**config.mk**
```make
export PLATFORM = sky130hd
export DESIGN_NAME = timer_pin_io_mode_control
export DESIGN_NICKNAME = d
export VERILOG_FILES = /design/src/verilog/tpu_io_pkg.sv /design/src/verilog/pin_sync.sv /design/src/verilog/io_channel.sv /design/src/verilog/timer_pin_io_mode_control.sv
export SDC_FILE = /design/constraint.sdc
export NUM_CORES = 1
export LEC_CHECK = 0
export BUFFER_PORTS_ARGS = -buffer_cell sky130_fd_sc_hd__buf_2
export CAP_MARGIN = 20
export CELL_PAD_IN_SITES_DETAIL_PLACEMENT = 0
export CELL_PAD_IN_SITES_GLOBAL_PLACEMENT = 2
export CORE_ASPECT_RATIO = 0.75
export CORE_MARGIN = 10
export CORE_UTILIZATION = 29
export CTS_CLUSTER_DIAMETER = 120
export CTS_CLUSTER_SIZE = 20
export DETAILED_ROUTE_END_ITERATION = 8
export MAX_ROUTING_LAYER = met4
export PLACE_DENSITY = 0.8
export SYNTH_ARGS = -nofsm -noshare
export SYNTH_HDL_FRONTEND = slang
export SYNTH_SLANG_ARGS = --single-unit
```
**constraint.sdc**
```tcl
create_clock -name aclk -period 1.8 [get_ports aclk]
set_input_delay 0.09 -clock aclk [delete_from_list [all_inputs] [get_ports aclk]]
set_output_delay 0.09 -clock aclk [all_outputs]
set_load 0.01 [all_outputs]
```
**src/verilog/tpu_io_pkg.sv**
```systemverilog
// Package with register map, field layouts and reset values of the timer pin I/O block.
package tpu_io_pkg;
  localparam logic [3:0] ADDR_IO_CH5 = 4'h0;
  localparam logic [3:0] ADDR_IO_HIGH_CH0 = 4'h4;
  localparam logic [3:0] ADDR_IO_LOW_CH0 = 4'h8;
  localparam logic [3:0] ADDR_MODE_CH0 = 4'hc;
  localparam logic [3:0] ADDR_PIN_STATUS = 4'h0;
  localparam int FIELD_B_LSB = 4;
  localparam int FIELD_A_LSB = 0;
  localparam int FIELD_C_LSB = 0;
  localparam int BUF_A_BIT = 4;
  localparam logic [7:0] IO_RESET = 8'h00;
  localparam logic [7:0] MODE_RESET = 8'h00;
  localparam logic [1:0] RESP_OKAY = 2'b00;
  localparam logic [1:0] RESP_SLVERR = 2'b10;
  typedef enum logic [1:0] {
    SRC_PIN = 2'b00,
    SRC_CLOCK = 2'b01
  } cap_src_t;
endpackage

```
**src/verilog/pin_sync.sv**
```systemverilog
// Three-stage synchroniser for an input pin, with a qualified stable level.
`timescale 1ns/100ps
module pin_sync (
  // Clock and reset.
  input wire logic aclk,
  input wire logic aresetn,
  // Raw pin and synchronised level.
  input wire logic pin,
  output logic level
);
  logic s1_q;
  logic s2_q;
  logic s3_q;

  always_ff @(posedge aclk) begin
    if (!aresetn) begin
      s1_q <= 1'b0;
      s2_q <= 1'b0;
      s3_q <= 1'b0;
      level <= 1'b0;
    end else begin
      s1_q <= pin;
      s2_q <= s1_q;
      s3_q <= s2_q;
      if (s2_q == s3_q) begin
        level <= s3_q;
      end
    end
  end
endmodule

```
**src/verilog/io_channel.sv**
```systemverilog
// One general register's I/O mode decode: compare pin drive or capture strobe.
`timescale 1ns/100ps
module io_channel #(
  parameter bit HAS_CLOCK_SRC = 1'b0
) (
  // Clock and reset.
  input wire logic aclk,
  input wire logic aresetn,
  // Mode and qualifiers.
  input wire logic [3:0] mode,
  input wire logic inhibit,
  // Events.
  input wire logic compare_match,
  input wire logic pin_level,
  input wire logic count_tick,
  // Pin drive and capture strobe.
  output logic pin_out,
  output logic pin_oe,
  output logic capture
);
  logic prev_q;
  logic out_q;
  logic [3:0] mode_q;
  logic rise;
  logic fall;
  logic is_compare;
  logic cap_edge;

  assign is_compare = !mode[3] && (mode[1:0] != 2'b00);
  assign rise = pin_level && !prev_q;
  assign fall = !pin_level && prev_q;

  always_comb begin
    cap_edge = 1'b0;
    if (HAS_CLOCK_SRC && mode[2]) begin
      cap_edge = count_tick;
    end else if (mode[1]) begin
      cap_edge = rise || fall;
    end else if (mode[0]) begin
      cap_edge = fall;
    end else begin
      cap_edge = rise;
    end
  end

  always_ff @(posedge aclk) begin
    if (!aresetn) begin
      prev_q <= 1'b0;
    end else begin
      prev_q <= pin_level;
    end
  end

  always_ff @(posedge aclk) begin
    if (!aresetn) begin
      capture <= 1'b0;
    end else begin
      capture <= mode[3] && !inhibit && cap_edge;
    end
  end

  always_ff @(posedge aclk) begin
    if (!aresetn) begin
      mode_q <= 4'h0;
      out_q <= 1'b0;
    end else begin
      mode_q <= mode;
      if (mode != mode_q) begin
        out_q <= mode[2];
      end else if (compare_match && is_compare && !inhibit) begin
        case (mode[1:0])
          2'b01: out_q <= 1'b0;
          2'b10: out_q <= 1'b1;
          default: out_q <= !out_q;
        endcase
      end
    end
  end

  assign pin_out = out_q;
  assign pin_oe = is_compare && !inhibit;
endmodule

```
**src/verilog/timer_pin_io_mode_control.sv**
```systemverilog
// Top of the timer pin I/O mode control with its AXI4-Lite register slave.
`timescale 1ns/100ps
module timer_pin_io_mode_control (
  // Clock and reset.
  input wire logic aclk,
  input wire logic aresetn,
  // AXI4-Lite write address.
  input wire logic [3:0] s_axi_awaddr,
  input wire logic s_axi_awvalid,
  output logic s_axi_awready,
  // AXI4-Lite write data.
  input wire logic [31:0] s_axi_wdata,
  input wire logic [3:0] s_axi_wstrb,
  input wire logic s_axi_wvalid,
  output logic s_axi_wready,
  // AXI4-Lite write response.
  output logic [1:0] s_axi_bresp,
  output logic s_axi_bvalid,
  input wire logic s_axi_bready,
  // AXI4-Lite read address.
  input wire logic [3:0] s_axi_araddr,
  input wire logic s_axi_arvalid,
  output logic s_axi_arready,
  // AXI4-Lite read data.
  output logic [31:0] s_axi_rdata,
  output logic [1:0] s_axi_rresp,
  output logic s_axi_rvalid,
  input wire logic s_axi_rready,
  // Compare matches from the counters.
  input wire logic ch5_match_b,
  input wire logic ch0_match_a,
  input wire logic ch0_match_c,
  // Channel one count tick, same clock domain.
  input wire logic ch1_counter_tick,
  // Timer pins.
  input wire logic ch5_pin_b_i,
  output logic ch5_pin_b_o,
  output logic ch5_pin_b_oe,
  input wire logic ch0_pin_a_i,
  output logic ch0_pin_a_o,
  output logic ch0_pin_a_oe,
  input wire logic ch0_pin_c_i,
  output logic ch0_pin_c_o,
  output logic ch0_pin_c_oe,
  // Capture strobes to the general registers.
  output logic ch5_general_reg_b_capture,
  output logic ch0_general_reg_a_capture,
  output logic ch0_general_reg_c_capture
);
  logic [7:0] timer_io_control_ch5_q;
  logic [7:0] timer_io_control_high_ch0_q;
  logic [7:0] timer_io_control_low_ch0_q;
  logic [7:0] ch0_timer_mode_reg_q;
  logic [3:0] awaddr_q;
  logic aw_held_q;
  logic [31:0] wdata_q;
  logic [3:0] wstrb_q;
  logic w_held_q;
  logic wr_go;
  logic [3:0] mode_b5;
  logic reg_a_buffer_enable;
  logic lvl_b5;
  logic lvl_a0;
  logic lvl_c0;

  ////////////////////////////////////////////////////////////////////////////
  // Write channel: address and data are taken in either order.
  assign s_axi_awready = !aw_held_q && !s_axi_bvalid;
  assign s_axi_wready = !w_held_q && !s_axi_bvalid;
  assign wr_go = aw_held_q && w_held_q && !s_axi_bvalid;

  always_ff @(posedge aclk) begin
    if (!aresetn) begin
      aw_held_q <= 1'b0;
      awaddr_q <= 4'h0;
    end else if (s_axi_awvalid && s_axi_awready) begin
      aw_held_q <= 1'b1;
      awaddr_q <= s_axi_awaddr;
    end else if (wr_go) begin
      aw_held_q <= 1'b0;
    end
  end

  always_ff @(posedge aclk) begin
    if (!aresetn) begin
      w_held_q <= 1'b0;
      wdata_q <= 32'h0000_0000;
      wstrb_q <= 4'h0;
    end else if (s_axi_wvalid && s_axi_wready) begin
      w_held_q <= 1'b1;
      wdata_q <= s_axi_wdata;
      wstrb_q <= s_axi_wstrb;
    end else if (wr_go) begin
      w_held_q <= 1'b0;
    end
  end

  always_ff @(posedge aclk) begin
    if (!aresetn) begin
      s_axi_bvalid <= 1'b0;
      s_axi_bresp <= tpu_io_pkg::RESP_OKAY;
    end else if (wr_go) begin
      s_axi_bvalid <= 1'b1;
      if (awaddr_q == tpu_io_pkg::ADDR_IO_CH5 || awaddr_q == tpu_io_pkg::ADDR_IO_HIGH_CH0 ||
          awaddr_q == tpu_io_pkg::ADDR_IO_LOW_CH0 || awaddr_q == tpu_io_pkg::ADDR_MODE_CH0) begin
        s_axi_bresp <= tpu_io_pkg::RESP_OKAY;
      end else begin
        s_axi_bresp <= tpu_io_pkg::RESP_SLVERR;
      end
    end else if (s_axi_bready) begin
      s_axi_bvalid <= 1'b0;
    end
  end

  // Only byte lane 0 carries register bits.
  always_ff @(posedge aclk) begin
    if (!aresetn) begin
      timer_io_control_ch5_q <= tpu_io_pkg::IO_RESET;
      timer_io_control_high_ch0_q <= tpu_io_pkg::IO_RESET;
      timer_io_control_low_ch0_q <= tpu_io_pkg::IO_RESET;
      ch0_timer_mode_reg_q <= tpu_io_pkg::MODE_RESET;
    end else if (wr_go && wstrb_q[0]) begin
      if (awaddr_q == tpu_io_pkg::ADDR_IO_CH5) begin
        timer_io_control_ch5_q <= wdata_q[7:0];
      end else if (awaddr_q == tpu_io_pkg::ADDR_IO_HIGH_CH0) begin
        timer_io_control_high_ch0_q <= wdata_q[7:0];
      end else if (awaddr_q == tpu_io_pkg::ADDR_IO_LOW_CH0) begin
        timer_io_control_low_ch0_q <= wdata_q[7:0];
      end else if (awaddr_q == tpu_io_pkg::ADDR_MODE_CH0) begin
        ch0_timer_mode_reg_q <= wdata_q[7:0];
      end
    end
  end

  ////////////////////////////////////////////////////////////////////////////
  // Read channel: one cycle after the address is taken.
  assign s_axi_arready = !s_axi_rvalid;

  always_ff @(posedge aclk) begin
    if (!aresetn) begin
      s_axi_rvalid <= 1'b0;
      s_axi_rdata <= 32'h0000_0000;
      s_axi_rresp <= tpu_io_pkg::RESP_OKAY;
    end else if (s_axi_arvalid && s_axi_arready) begin
      s_axi_rvalid <= 1'b1;
      s_axi_rresp <= tpu_io_pkg::RESP_OKAY;
      if (s_axi_araddr == tpu_io_pkg::ADDR_IO_CH5) begin
        s_axi_rdata <= {24'h00_0000, timer_io_control_ch5_q};
      end else if (s_axi_araddr == tpu_io_pkg::ADDR_IO_HIGH_CH0) begin
        s_axi_rdata <= {24'h00_0000, timer_io_control_high_ch0_q};
      end else if (s_axi_araddr == tpu_io_pkg::ADDR_IO_LOW_CH0) begin
        s_axi_rdata <= {24'h00_0000, timer_io_control_low_ch0_q};
      end else if (s_axi_araddr == tpu_io_pkg::ADDR_MODE_CH0) begin
        s_axi_rdata <= {24'h00_0000, ch0_timer_mode_reg_q};
      end else if (s_axi_araddr == 4'h0 + 4'h0 + 4'h0 + tpu_io_pkg::ADDR_PIN_STATUS + 4'h0) begin
        s_axi_rdata <= 32'h0000_0000;
      end else begin
        s_axi_rdata <= 32'h0000_0000;
        s_axi_rresp <= tpu_io_pkg::RESP_SLVERR;
      end
    end else if (s_axi_rready) begin
      s_axi_rvalid <= 1'b0;
    end
  end

  ////////////////////////////////////////////////////////////////////////////
  // Pin synchronisers.
  pin_sync u_sync_b5 (
    .aclk(aclk),
    .aresetn(aresetn),
    .pin(ch5_pin_b_i),
    .level(lvl_b5)
  );

  pin_sync u_sync_a0 (
    .aclk(aclk),
    .aresetn(aresetn),
    .pin(ch0_pin_a_i),
    .level(lvl_a0)
  );

  pin_sync u_sync_c0 (
    .aclk(aclk),
    .aresetn(aresetn),
    .pin(ch0_pin_c_i),
    .level(lvl_c0)
  );

  ////////////////////////////////////////////////////////////////////////////
  // Mode decode per general register.
  assign mode_b5 = timer_io_control_ch5_q[tpu_io_pkg::FIELD_B_LSB +: 4];
  assign reg_a_buffer_enable = ch0_timer_mode_reg_q[tpu_io_pkg::BUF_A_BIT];

  io_channel #(
    .HAS_CLOCK_SRC(1'b0)
  ) u_ch5_b (
    .aclk(aclk),
    .aresetn(aresetn),
    .mode(mode_b5),
    .inhibit(1'b0),
    .compare_match(ch5_match_b),
    .pin_level(lvl_b5),
    .count_tick(1'b0),
    .pin_out(ch5_pin_b_o),
    .pin_oe(ch5_pin_b_oe),
    .capture(ch5_general_reg_b_capture)
  );

  io_channel #(
    .HAS_CLOCK_SRC(1'b1)
  ) u_ch0_a (
    .aclk(aclk),
    .aresetn(aresetn),
    .mode(timer_io_control_high_ch0_q[tpu_io_pkg::FIELD_A_LSB +: 4]),
    .inhibit(1'b0),
    .compare_match(ch0_match_a),
    .pin_level(lvl_a0),
    .count_tick(ch1_counter_tick),
    .pin_out(ch0_pin_a_o),
    .pin_oe(ch0_pin_a_oe),
    .capture(ch0_general_reg_a_capture)
  );

  io_channel #(
    .HAS_CLOCK_SRC(1'b1)
  ) u_ch0_c (
    .aclk(aclk),
    .aresetn(aresetn),
    .mode(timer_io_control_low_ch0_q[tpu_io_pkg::FIELD_C_LSB +: 4]),
    .inhibit(reg_a_buffer_enable),
    .compare_match(ch0_match_c),
    .pin_level(lvl_c0),
    .count_tick(ch1_counter_tick),
    .pin_out(ch0_pin_c_o),
    .pin_oe(ch0_pin_c_oe),
    .capture(ch0_general_reg_c_capture)
  );
endmodule

```
==> impl_summary.log <==
[metrics] run status: complete, no violations
[metrics] x dimension of the die: 158 um
[metrics] peak fanout along the critical path: 2
[metrics] RSZ-0062 raised after global routing: false
[metrics] leading cell type in the layout, fill and taps excluded: dfxtp_1
[metrics] Placement Rows: 37
[metrics] H-tree depth: 3
[metrics] kind of end point of the critical path: flop
[metrics] average wire per standard cell: 13.9 um
[metrics] slowest cell on the critical path: dfxtp_2
[metrics] vias in the first global route: 3083
[metrics] total via count after detailed routing: 2964
[metrics] largest incremental delay on the critical path: 0.33 ns
[metrics] leakage power: 2.16 nW
[metrics] Post-Synthesis Mean Instance Area: 9.84 um2
[metrics] Routed Antenna Nets: 0
[metrics] proportion of synthesized chip area in sequential cells: 44.3%
[metrics] height of the chip: 124 um
[metrics] cell-internal power: 3.23 mW
[metrics] part of the power in combinational logic: 7.0%
[metrics] area of the mapped netlist: 0.00416 mm2
[metrics] first-pass GRT wire length: 15500 um
[metrics] kind of cell adding the most delay to the critical path: compound AO/OA/AOI/OAI gates
[metrics] max-slew violation count: 0
[metrics] buffers added on ports: 54
[metrics] remaining global-route overflow: 0
[metrics] number of unique standard cell types used by synthesis: 47
[metrics] Layout Skew: 0.00823 ns
[metrics] overall die area: 0.0196 mm2
[metrics] total placed instance area: 0.00456 mm2
[metrics] r2r endpoint: u_ch0_c.pin_out
[metrics] Clock Sink Count: 92
[metrics] final hold violation count: 0
[metrics] number of detailed-routing iterations run before antenna repair: 4
[metrics] PD cells: 876 mW/mm2
[metrics] clock slew at the register clock pins of the worst setup and hold paths: 0.07 ns
[metrics] Final nets: 566
[metrics] Peak supply drop: 0.000391 V
[metrics] antenna diode instance count: 0
[metrics] share of layout cells above drive strength 1: 20.2%
[metrics] Area Growth Syn to Fin: 20.4%
[metrics] clock root buffer master: clkbuf_16
[metrics] final core utilization: 36.1%
[metrics] fmax: 0.602 GHz
[metrics] number of cells on the worst hold path: 3
[metrics] setup_tns: 0 ns
[metrics] Filler Cells Inserted: 1408
[metrics] maximum number of pins on one net before global-route repair: 44
[metrics] drt drc: 0
[metrics] commonest cells after routing, fill and taps aside: 90 x dfxtp_1, 54 x buf_2, 39 x nor2b_1
[metrics] max cap viols: 0
[metrics] count of cells along the worst register-to-register path: 6
[metrics] transition at the pin with the smallest max-transition slack: 0.531 ns
[metrics] critical-path cell list: inv_1 -> ha_2 -> nor4b_4 -> mux2i_1 -> a21oi_1 -> o31a_1
[metrics] number of antenna violations at the first check in global routing: 0
[metrics] ratio of final minimum period to clock period: 92.3%
[metrics] total of flip-flops plus latches after synthesis: 92
[metrics] share of synthesized flip-flops with an asynchronous set or reset: 0%
[metrics] data arrival at the endpoint of the critical path: 1.90 ns
[metrics] Final setup violation count: 0
[metrics] final critical path time including I/O delays and setup: 1.66 ns
[metrics] Critical Path Source Type: flop
[metrics] DR iter-0 viols: 156
[metrics] number of enable flip-flop cells after synthesis: 0
[metrics] synthesized instance count: 423
[metrics] IO Count: 108
[metrics] Top FF cell, synth: dfxtp_1
[metrics] share of total power in the clock network: 44.6%
[metrics] sequential fraction of design power: 48.5%
[metrics] detailed placer's ending HPWL: 7040 um
[metrics] clock latency on the worst-skew pair: 0.35 ns
[metrics] weighted congestion at the end of routability-driven global placement: 0.749
[metrics] Worst Hold Launch: s_axi_wdata[3]
[metrics] maximum number of buffers from clock root to sink: 2
[metrics] Initial Util: 30.0%
[metrics] switching power summed over all nets: 1.15 mW
[metrics] required time reported for the critical path endpoint: 2.04 ns
[metrics] endpoint of the worst hold-timing path: wdata_q[3]
[metrics] Setup Crit Path Kind: reg -> reg
[metrics] Warnings, synthesis: 0
[metrics] max_slew headroom: 64.4%
[metrics] switching power as a share of total power: 26.3%
[metrics] Core ar.: 0.0139 mm2
[metrics] buffering stage count on the worst path with inverters included: 1
[metrics] DR vias/cell: 4.38
[metrics] clock tree from TritonCTS: done
[metrics] area of all placed cells without fillers: 0.00501 mm2
[metrics] Detailed Route WL: 9380 um
[metrics] worst hold path type: in -> reg
[metrics] Num CTS Buffers: 9
[metrics] r2r startpoint: timer_io_control_low_ch0_q[0]
[metrics] GR Util All Layers: 10.2%
[metrics] register-to-register setup slack: 0.14 ns
Yosys cell counts (8+ instances only):
cell type	number	area share, %
inv_1	16	1.4
dfxtp_1	92	44
o21ai_0	16	1.9
nor2_1	8	0.72
ha_1	12	3.6
nand2_1	34	3.1
buf_4	28	5.1
mux2_2	9	2.4
a22oi_1	8	1.4
a21boi_0	15	2.7
a21oi_1	10	1.2
clkbuf_1	12	1.1
a2bb2oi_1	8	1.7
mux2i_1	37	8.9
and2_1	26	3.9
nor2b_1	39	5.9
power by group through the flow:
stage	clock, mW	combinational (mW)	sequential, mW
after floorplan	0	0.220	2.17
after global placement	0	0.281	2.17
after detailed placement	0	0.284	2.18
after CTS	2.01	0.309	2.13
after global routing	2.10	0.345	2.14
final	1.95	0.305	2.13
stage by stage:
stage	setup slack, ns	total power [mW]	cells	hold slack [ns]
after CTS	0.114	4.45	676	0.00315
after global placement	0.185	2.46	646	0.297
final	0.139	4.39	676	0.000512
after global routing	0.0170	4.58	676	0.00461
after detailed placement	0.142	2.46	646	0.303
after floorplan	0.157	2.39	448	0.217
layer usage:
| layer | track usage [%] | up-vias | wire length (um) |
|---|---|---|---|
| met1 | 12.2 | 1373 | 4560 |
| met3 | 2.96 | 15 | 307 |
| met5 | - | - | 0 |
| met4 | 3.12 | 0 | 107 |
| met2 | 16.3 | 37 | 4400 |
| li1 | - | 1539 | - |
registers in the layout, indices dropped and copies added (netlist names), 4 cells and up:
name and flops:
ch0_timer_mode_reg_q 8, s_axi_rdata 8, timer_io_control_ch5_q 8, timer_io_control_high_ch0_q 8, timer_io_control_low_ch0_q 8, wdata_q 8
awaddr_q 4, u_ch0_a.mode_q 4, u_ch0_c.mode_q 4, u_ch5_b.mode_q 4
how the worst max path moves through the flow:
stage | slack (ns) | depth (start not counted) | endpoint | start
after floorplan | 0.16 | 6 | u_ch0_c.pin_out | timer_io_control_low_ch0_q[0]
after global placement | 0.19 | 6 | u_ch0_c.pin_out | timer_io_control_low_ch0_q[0]
after detailed placement | 0.14 | 6 | u_ch0_c.pin_out | timer_io_control_low_ch0_q[0]
after CTS | 0.11 | 6 | u_ch0_c.pin_out | timer_io_control_low_ch0_q[0]
after global routing | 0.02 | 6 | u_ch0_c.pin_out | timer_io_control_low_ch0_q[0]
final | 0.14 | 6 | u_ch0_c.pin_out | timer_io_control_low_ch0_q[0]
tightest hold or removal path: stages:
cell and delay, ns:
buf_2 0.10, nand2_1 0.05, a21boi_0 0.07
cell type report:
class | count | area [um2] | share of cell area [%]
Timing Repair Buffer | 83 | 523 | 10.4
Inverter | 16 | 60.1 | 1.20
Clock inverter | 7 | 81.3 | 1.62
Tap cell | 175 | 219 | 4.37
Multi-Input combinational cell | 294 | 2060 | 41.1
Sequential cell | 92 | 1840 | 36.8
Clock buffer | 9 | 225 | 4.50
cell families after synthesis:
group	count (synthesis)	synth area share, %
and+or+nand+nor	130	18.4
DFF	92	44.3
AOI/OAI and AO/OA	71	11.8
buffers and inverters	62	8.60
muxes	46	11.3
adders and majority gates	12	3.61
xor gates and xnor gates	9	1.89
other	1	0.0901
repair_timing:
action,in CTS,in global routing
endpoints found under the hold margin,13,0
setup buffers,0,0
gates resized for setup,0,3
hold buffers,14,0
setup endpoints to repair,0,1
Power figures use the tool's default switching activity.
